[src/shared/spdma_pkg.sv]
package spdma_pkg;
   // Port 0 offsets from the first base address; each later port is one stride up
   localparam logic [11:0] SPDMA_CMD_OFS = 12'h270;
   localparam logic [11:0] SPDMA_STS_OFS = 12'h272;
   localparam logic [11:0] SPDMA_PORT_STRIDE = 12'h200;
   localparam int SPDMA_CMD_DIR_BIT = 3;
   localparam int SPDMA_CMD_START_BIT = 0;
   localparam int SPDMA_STS_SIMPLEX_BIT = 7;
   localparam int SPDMA_STS_CAPABLE_BIT = 5;
   localparam int SPDMA_STS_INT_BIT = 2;
   localparam int SPDMA_STS_ERR_BIT = 1;
   localparam int SPDMA_STS_ACTIVE_BIT = 0;
   localparam logic SPDMA_CMD_DIR_RST = 1'b0;
   localparam logic SPDMA_CMD_START_RST = 1'b0;
   localparam logic SPDMA_STS_CAPABLE_RST = 1'b1;
   localparam int SPDMA_DATA_W = 32;
   localparam int SPDMA_FIFO_DEPTH = 8;

   typedef enum logic [0:0] {
      SPDMA_IDLE = 1'b0,
      SPDMA_RUN = 1'b1
   } spdma_state_e;

   typedef struct packed {
      logic wr;
      logic rd;
      logic [11:0] addr;
      logic [15:0] wdata;
   } spdma_reg_req_s;

   typedef struct packed {
      logic valid;
      logic [15:0] rdata;
   } spdma_reg_rsp_s;
endpackage : spdma_pkg

[src/rtl/spdma_fifo.sv]
`timescale 1ns/10ps
`default_nettype none
module spdma_fifo
   import spdma_pkg::*;
#(
   parameter int W = 32,
   parameter int DEPTH = 8
)(
   input wire logic clock,
   input wire logic srst,
   input wire logic flush,
   input wire logic in_valid,
   input wire logic [W-1:0] in_data,
   output logic in_ready,
   output logic out_valid,
   output logic [W-1:0] out_data,
   input wire logic out_ready,
   output logic [$clog2(DEPTH):0] count
);
   localparam int AW = $clog2(DEPTH);
   localparam logic [AW-1:0] LAST = AW'(DEPTH - 1);
   localparam logic [AW:0] FULL = (AW + 1)'(DEPTH);

   typedef struct packed {
      logic [DEPTH-1:0][W-1:0] mem;
      logic [AW-1:0] wp;
      logic [AW-1:0] rp;
      logic [AW:0] cnt;
   } spdma_fifo_s;

   spdma_fifo_s s_r, s_nxt;
   logic push, pop;

   assign in_ready = (s_r.cnt != FULL);
   assign out_valid = (s_r.cnt != '0);
   assign out_data = s_r.mem[s_r.rp];
   assign count = s_r.cnt;
   assign push = in_valid && in_ready;
   assign pop = out_valid && out_ready;

   always_comb
   begin
      s_nxt = s_r;
      if (push)
      begin
         s_nxt.mem[s_r.wp] = in_data;
         s_nxt.wp = (s_r.wp == LAST) ? '0 : s_r.wp + 1'b1;
      end
      if (pop)
         s_nxt.rp = (s_r.rp == LAST) ? '0 : s_r.rp + 1'b1;
      if (push && !pop)
         s_nxt.cnt = s_r.cnt + 1'b1;
      else if (pop && !push)
         s_nxt.cnt = s_r.cnt - 1'b1;
      // Abort discards everything buffered
      if (flush)
      begin
         s_nxt.wp = '0;
         s_nxt.rp = '0;
         s_nxt.cnt = '0;
      end
   end

   always_ff @(posedge clock)
   begin
      if (srst)
         s_r <= '0;
      else
         s_r <= s_nxt;
   end
endmodule : spdma_fifo
`default_nettype wire

[src/rtl/spdma_ctrl.sv]
`timescale 1ns/10ps
`default_nettype none
module spdma_ctrl
   import spdma_pkg::*;
#(
   parameter logic [1:0] PORT = 2'h0,
   parameter int DATA_W = SPDMA_DATA_W,
   parameter int DEPTH = SPDMA_FIFO_DEPTH
)(
   input wire logic clock,
   input wire logic srst,
   input wire spdma_reg_req_s reg_req,
   output spdma_reg_rsp_s reg_rsp,
   input wire logic mem_rd_valid,
   input wire logic [DATA_W-1:0] mem_rd_data,
   output logic mem_rd_ready,
   output logic sata_tx_valid,
   output logic [DATA_W-1:0] sata_tx_data,
   input wire logic sata_tx_ready,
   input wire logic sata_rx_valid,
   input wire logic [DATA_W-1:0] sata_rx_data,
   output logic sata_rx_ready,
   output logic mem_wr_valid,
   output logic [DATA_W-1:0] mem_wr_data,
   input wire logic mem_wr_ready,
   input wire logic end_of_table_flag,
   input wire logic dev_irq,
   input wire logic pci_err,
   output logic dma_active,
   output logic xfer_dir
);
   localparam int CW = $clog2(DEPTH) + 1;
   localparam logic [11:0] CMD_ADDR = SPDMA_CMD_OFS + SPDMA_PORT_STRIDE * 12'(PORT);
   localparam logic [11:0] STS_ADDR = SPDMA_STS_OFS + SPDMA_PORT_STRIDE * 12'(PORT);
   // Ready is registered, so leave one slot for the beat already in flight
   localparam logic [CW-1:0] HI_MARK = CW'(DEPTH - 1);

   typedef struct packed {
      spdma_state_e state;
      logic cmd_dir;
      logic cmd_start;
      logic dir_lat;
      logic capable;
      logic intr;
      logic err;
      logic mem_rdy;
      logic rx_rdy;
      logic tx_v;
      logic [DATA_W-1:0] tx_d;
      logic wr_v;
      logic [DATA_W-1:0] wr_d;
      spdma_reg_rsp_s rsp;
   } spdma_ctrl_s;

   spdma_ctrl_s s_r, s_nxt;
   logic f_in_valid, f_in_ready, f_out_valid, f_out_ready, f_flush;
   logic [DATA_W-1:0] f_in_data, f_out_data;
   logic [CW-1:0] f_cnt;
   logic run, cmd_wr, sts_wr, drained;

   assign run = (s_r.state == SPDMA_RUN);
   assign cmd_wr = reg_req.wr && (reg_req.addr == CMD_ADDR);
   assign sts_wr = reg_req.wr && (reg_req.addr == STS_ADDR);
   // Interrupt waits until no beat is left in the FIFO or an output stage
   assign drained = (f_cnt == '0) && !s_r.tx_v && !s_r.wr_v;

   spdma_fifo #(
      .W(DATA_W),
      .DEPTH(DEPTH)
   ) u_fifo (
      .clock(clock),
      .srst(srst),
      .flush(f_flush),
      .in_valid(f_in_valid),
      .in_data(f_in_data),
      .in_ready(f_in_ready),
      .out_valid(f_out_valid),
      .out_data(f_out_data),
      .out_ready(f_out_ready),
      .count(f_cnt)
   );

   always_comb
   begin
      s_nxt = s_r;
      f_flush = 1'b0;
      if (s_r.dir_lat)
      begin
         f_in_valid = run && sata_rx_valid && s_r.rx_rdy && f_in_ready;
         f_in_data = sata_rx_data;
         f_out_ready = run && (!s_r.wr_v || mem_wr_ready);
      end
      else
      begin
         f_in_valid = run && mem_rd_valid && s_r.mem_rdy && f_in_ready;
         f_in_data = mem_rd_data;
         f_out_ready = run && (!s_r.tx_v || sata_tx_ready);
      end
      // Output stages hold a beat until the far side takes it or a stop or a start from idle clears it
      if (s_r.tx_v && sata_tx_ready)
         s_nxt.tx_v = 1'b0;
      if (s_r.wr_v && mem_wr_ready)
         s_nxt.wr_v = 1'b0;
      if (f_out_valid && f_out_ready)
      begin
         if (s_r.dir_lat)
         begin
            s_nxt.wr_v = 1'b1;
            s_nxt.wr_d = f_out_data;
         end
         else
         begin
            s_nxt.tx_v = 1'b1;
            s_nxt.tx_d = f_out_data;
         end
      end

      // end of table completes the transfer
      if (run && end_of_table_flag)
         s_nxt.state = SPDMA_IDLE;

      if (cmd_wr)
      begin
         if (!run)
            s_nxt.cmd_dir = reg_req.wdata[SPDMA_CMD_DIR_BIT];
         s_nxt.cmd_start = reg_req.wdata[SPDMA_CMD_START_BIT];
         if (!reg_req.wdata[SPDMA_CMD_START_BIT])
         begin
            // buffered beats are discarded, not delivered
            s_nxt.state = SPDMA_IDLE;
            s_nxt.tx_v = 1'b0;
            s_nxt.wr_v = 1'b0;
            f_flush = 1'b1;
         end
         else if (!run)
         begin
            s_nxt.state = SPDMA_RUN;
            s_nxt.dir_lat = reg_req.wdata[SPDMA_CMD_DIR_BIT];
            // A new run never inherits beats left over from a halted one
            s_nxt.tx_v = 1'b0;
            s_nxt.wr_v = 1'b0;
            f_flush = 1'b1;
         end
         // start while running leaves the transfer as it is
      end

      if (sts_wr)
      begin
         // Capable is a plain software flag with no effect on the engine
         s_nxt.capable = reg_req.wdata[SPDMA_STS_CAPABLE_BIT];
         if (reg_req.wdata[SPDMA_STS_INT_BIT])
            s_nxt.intr = 1'b0;
         if (reg_req.wdata[SPDMA_STS_ERR_BIT])
            s_nxt.err = 1'b0;
      end
      // set after all data moved; set beats the clear
      if (dev_irq && drained)
         s_nxt.intr = 1'b1;
      // Error only counts while the engine is moving data
      if (run && pci_err)
         s_nxt.err = 1'b1;

      // Readies follow the next state so a stop closes them at the same edge
      s_nxt.mem_rdy = (s_nxt.state == SPDMA_RUN) && !s_nxt.dir_lat && (f_cnt < HI_MARK)
                      && !f_flush;
      s_nxt.rx_rdy = (s_nxt.state == SPDMA_RUN) && s_nxt.dir_lat && (f_cnt < HI_MARK)
                     && !f_flush;

      // Reads report the state before any write taken at the same edge
      s_nxt.rsp.valid = reg_req.rd;
      s_nxt.rsp.rdata = '0;
      if (reg_req.rd && reg_req.addr == CMD_ADDR)
      begin
         s_nxt.rsp.rdata[SPDMA_CMD_DIR_BIT] = s_r.cmd_dir;
         s_nxt.rsp.rdata[SPDMA_CMD_START_BIT] = s_r.cmd_start;
      end
      else if (reg_req.rd && reg_req.addr == STS_ADDR)
      begin
         s_nxt.rsp.rdata[SPDMA_STS_SIMPLEX_BIT] = 1'b0;
         s_nxt.rsp.rdata[SPDMA_STS_CAPABLE_BIT] = s_r.capable;
         s_nxt.rsp.rdata[SPDMA_STS_INT_BIT] = s_r.intr;
         s_nxt.rsp.rdata[SPDMA_STS_ERR_BIT] = s_r.err;
         s_nxt.rsp.rdata[SPDMA_STS_ACTIVE_BIT] = run;
      end
   end

   always_ff @(posedge clock)
   begin
      if (srst)
      begin
         s_r <= '0;
         s_r.state <= SPDMA_IDLE;
         s_r.cmd_dir <= SPDMA_CMD_DIR_RST;
         s_r.cmd_start <= SPDMA_CMD_START_RST;
         s_r.capable <= SPDMA_STS_CAPABLE_RST;
      end
      else
         s_r <= s_nxt;
   end

   assign reg_rsp = s_r.rsp;
   assign mem_rd_ready = s_r.mem_rdy;
   assign sata_rx_ready = s_r.rx_rdy;
   assign sata_tx_valid = s_r.tx_v;
   assign sata_tx_data = s_r.tx_d;
   assign mem_wr_valid = s_r.wr_v;
   assign mem_wr_data = s_r.wr_d;
   assign dma_active = run;
   assign xfer_dir = s_r.dir_lat;
endmodule : spdma_ctrl
`default_nettype wire

[config.mk]
export PLATFORM = sky130hd
export DESIGN_NAME = spdma_ctrl
export DESIGN_NICKNAME = d
export VERILOG_FILES = /design/src/shared/spdma_pkg.sv /design/src/rtl/spdma_fifo.sv /design/src/rtl/spdma_ctrl.sv
export SDC_FILE = /design/constraint.sdc
export NUM_CORES = 1
export LEC_CHECK = 0
export BUFFER_PORTS_ARGS = -buffer_cell sky130_fd_sc_hd__buf_2
export CORE_MARGIN = 5
export CORE_UTILIZATION = 57
export CTS_CLUSTER_DIAMETER = 30
export CTS_CLUSTER_SIZE = 8
export DETAILED_ROUTE_END_ITERATION = 10
export PLACE_DENSITY = 0.89
export SYNTH_ARGS = -nofsm -noshare
export SYNTH_HDL_FRONTEND = slang
export SYNTH_SLANG_ARGS = --single-unit
[constraint.sdc]
create_clock -name clock -period 3.2 [get_ports clock]
set_clock_uncertainty 0.15 [all_clocks]
set_input_delay 0.64 -clock clock [delete_from_list [all_inputs] [get_ports clock]]
set_output_delay 0.64 -clock clock [all_outputs]
set_load 0.1 [all_outputs]
==> flow_metrics.env <==
export IMPL_start_util=0.5782
export IMPL_synth_edff_count=0
export IMPL_worstHoldEndpoint="s_r[85]"
export IMPL_gp_routability_congestion=0.7723
export IMPL_place_area_sq_mm=0.01658
export IMPL_p_per_area_mw_per_mm2=588.5
export IMPL_clock_path_buffers=3
export IMPL_syn_instance_count=1425
export IMPL_mappedNetlistArea_sq_mm=0.01606
export IMPL_ios=190
export IMPL_fin_nets=1593
export IMPL_synth_warnings=0
export IMPL_final_layout_size_suffix_gt1_frac=0.2651
export IMPL_hold_path_class="in2reg"
export IMPL_hold_path_cell_count=2
export IMPL_postCtsHoldBufs=0
export IMPL_area_growth_syn_to_layout_pct=15.87
export IMPL_fp_dieH_microns=177.9
export IMPL_die_width_microns=177.9
export IMPL_outcome="finished clean"
export IMPL_worst_skew_pair_late_latency_ns=0.58
export IMPL_final_fill_count=1956
export IMPL_layout_commonest_cell="sky130_fd_sc_hd__dfxtp_1"
export IMPL_gr_usage_all_layers=0.2317
export IMPL_ys_seq_area_frac=0.4324
export IMPL_numCtsBuffers=61
export IMPL_clk_root_buffer_cell="sky130_fd_sc_hd__clkbuf_16"
export IMPL_clkSlewWorstSetupHoldPaths_ns=0.05
export IMPL_vias_per_cell=5.657
export IMPL_vias=10760
export IMPL_setup_worst_path_class="reg2out"
export IMPL_detailedRoute_firstPassIterationCount=5
export IMPL_fin_setup_tns_ns=0
export IMPL_remaining_drc_errors=0
export IMPL_post_cts_resize_count=0
export IMPL_timing_final_ws_setup_ns=0.3230
export IMPL_htree_num_levels=2
export IMPL_async_reset_ff_frac=0
export IMPL_vdd_ir_drop_worst_mv=0.4092
export IMPL_dieArea_sq_mm=0.03164
export IMPL_syn_avg_cell_area_sq_um=11.27
export IMPL_crit_required_ns=2.41
export IMPL_iteration_0_drc_markers=690
export IMPL_port_buffer_count=167
export IMPL_worst_r2r_setup_slack_ns=0.54
export IMPL_drt_total_wl_microns=37000
export IMPL_finalCritPeriodShare=0.8991
export IMPL_layout_min_cycle_time_ns=2.877
export IMPL_cts_sink_count=347
export IMPL_worstPathMaxFanout=20
export IMPL_num_rows=61
export IMPL_headroom_to_the_max_slew_limit=0.3856
export IMPL_timing_final_setup_violations=0
export IMPL_slew_violations=0
export IMPL_regToRegStartpoint="u_fifo.count[0]"
export IMPL_gr_total_overflow=0
export IMPL_synthFlopType="sky130_fd_sc_hd__dfxtp_1"
export IMPL_ys_ff_latch=347
export IMPL_cts_setup_buffers=0
export IMPL_vias_in_the_first_global_route=11340
export IMPL_layout_cells_most_common_list="sky130_fd_sc_hd__dfxtp_1 (342), sky130_fd_sc_hd__mux2i_1 (328), sky130_fd_sc_hd__nand2b_1 (262)"
export IMPL_finalHoldViolCount=0
export IMPL_worst_pin_slew_ns=0.9205
export IMPL_final_design_area_no_fill_sq_mm=0.01861
export IMPL_fmaxAchievable_mhz=347.6
export IMPL_dp_slack_ns=0.4678
export IMPL_largest_net_degree_at_the_start_of_global_routing=189
export IMPL_dp_final_hpwl_microns=21980
export IMPL_tritoncts_clock_tree="yes"
export IMPL_share_of_the_core_filled_with_cells=0.6700
export IMPL_antenna_diode_count=0
export IMPL_worst_r2r_cell_count=10
export IMPL_grt_setup_unrepaired="no"
export IMPL_core_sq_mm=0.02778
export IMPL_min_delay_start="reg_req[1]"
export IMPL_r2r_end="u_fifo.count[3]"
export IMPL_route_detailed_wl_per_inst_microns=19.45
export IMPL_worstPathArrival_ns=2.09
export IMPL_critical_path_startpoint_type="flip-flop"
export IMPL_wire_length_of_the_first_global_routing_pass_microns=59250
export IMPL_antenna_found_initial=0
export IMPL_critPathCaptureType="primary output"
export IMPL_total_leakage_power_nw=7.746
export IMPL_yosysUniqueCellTypes=50
export IMPL_maxCapViolCount=0
export IMPL_postRouteAntennaNets=0
==> sequential cells by signal (all words and copies together) (netlist names) <==
| name | cells |
|---|---|
| u_fifo.s_r | 262 |
| mem_wr_data | 32 |
| sata_tx_valid | 1 |
| mem_wr_valid | 1 |
| reg_rsp | 6 |
| u_fifo.count | 4 |
| sata_rx_ready | 1 |
| mem_rd_ready | 1 |
| s_r | 5 |
| dma_active | 1 |
| xfer_dir | 1 |
| sata_tx_data | 32 |
==> where the power goes <==
part / total (mW) / switching [mW] / leakage, nW / internal (mW)
Clock: 6.29 / 2.08 / 0.992 / 4.21
Combinational: 0.336 / 0.206 / 3.96 / 0.131
Sequential: 4.33 / 0.000604 / 2.80 / 4.33
==> kinds of logic (layout without fill, tap and decap cells) <==
group | Yosys count | after routing | synth area share
DFF | 347 | 347 | 0.4324
buffers and inverters | 219 | 308 | 0.07664
and+or+nand+nor | 365 | 365 | 0.1429
AOI/OAI and AO/OA | 91 | 91 | 0.04588
other | 1 | 11 | 0.0002334
muxes | 392 | 392 | 0.2941
adders and majority gates | 8 | 8 | 0.006698
xor gates and xnor gates | 2 | 2 | 0.001091
==> how the worst max path moves through the flow <==
stage	startpoint	endpoint	slack, ns	cells past startpoint
after floorplan	xfer_dir	u_fifo.count[3]	0.11	12
after global placement	mem_wr_ready	u_fifo.count[3]	0.51	11
after detailed placement	mem_wr_ready	u_fifo.count[3]	0.47	11
after CTS	xfer_dir	xfer_dir	0.31	2
after global routing	xfer_dir	xfer_dir	0.27	2
final	xfer_dir	xfer_dir	0.32	2
==> critical path, cell delays in order, from the launching register on <==
cell                      delay (ns)
sky130_fd_sc_hd__dfxtp_2        0.56
sky130_fd_sc_hd__buf_4          0.43
sky130_fd_sc_hd__buf_2          0.51
==> per-layer routing <==
metal | vias to the layer above | part of all wire | track usage
met5 | - | 0 | 0
met4 | 0 | 0.032 | 0.09636
met3 | 88 | 0.048 | 0.03622
met2 | 287 | 0.50 | 0.3982
met1 | 5368 | 0.42 | 0.2906
li1 | 5016 | - | -
==> cells in the mapped netlist (4+ instances only) <==
cell type                   count  share of area
sky130_fd_sc_hd__nand2b_1     262           0.10
sky130_fd_sc_hd__ha_1           7         0.0055
sky130_fd_sc_hd__mux2i_1      328           0.20
sky130_fd_sc_hd__inv_1          6         0.0014
sky130_fd_sc_hd__clkbuf_1      51          0.012
sky130_fd_sc_hd__buf_1         36         0.0084
sky130_fd_sc_hd__nand3_1        7         0.0022
sky130_fd_sc_hd__dfxtp_1      347           0.43
sky130_fd_sc_hd__buf_4         93          0.043
sky130_fd_sc_hd__a21oi_1       11         0.0034
sky130_fd_sc_hd__nor2b_1        4         0.0016
sky130_fd_sc_hd__buf_2         29         0.0090
sky130_fd_sc_hd__nand2_1       10         0.0023
sky130_fd_sc_hd__or2_2         32          0.012
sky130_fd_sc_hd__nor2_1        19         0.0044
sky130_fd_sc_hd__nor3_1         4         0.0012
sky130_fd_sc_hd__o2bb2ai_1     64          0.035
sky130_fd_sc_hd__mux4_2        64          0.090
==> metrics by stage <==
stage / hold slack, ns / total power, mW / std cells
after floorplan: 0.2714 / 4.663 / 1435
after global placement: 0.2889 / 4.742 / 1797
after detailed placement: 0.2917 / 4.749 / 1797
after CTS: 0.09994 / 11.02 / 1902
after global routing: 0.1161 / 11.29 / 1902
final: 0.1114 / 10.96 / 1902
==> final cells by class <==
| cell class | count | area, sq um | share of cell area |
|---|---|---|---|
| clock inverters | 17 | 252.7 | 0.01358 |
| well taps | 378 | 473.0 | 0.02541 |
| inverters | 6 | 22.52 | 0.001210 |
| multi-input cells | 869 | 7961 | 0.4277 |
| repair buffers | 197 | 1167 | 0.06271 |
| clock buffers | 88 | 1779 | 0.09558 |
| flip-flops and latches | 347 | 6958 | 0.3738 |
Note: power is estimated with default switching activity, not from simulation.
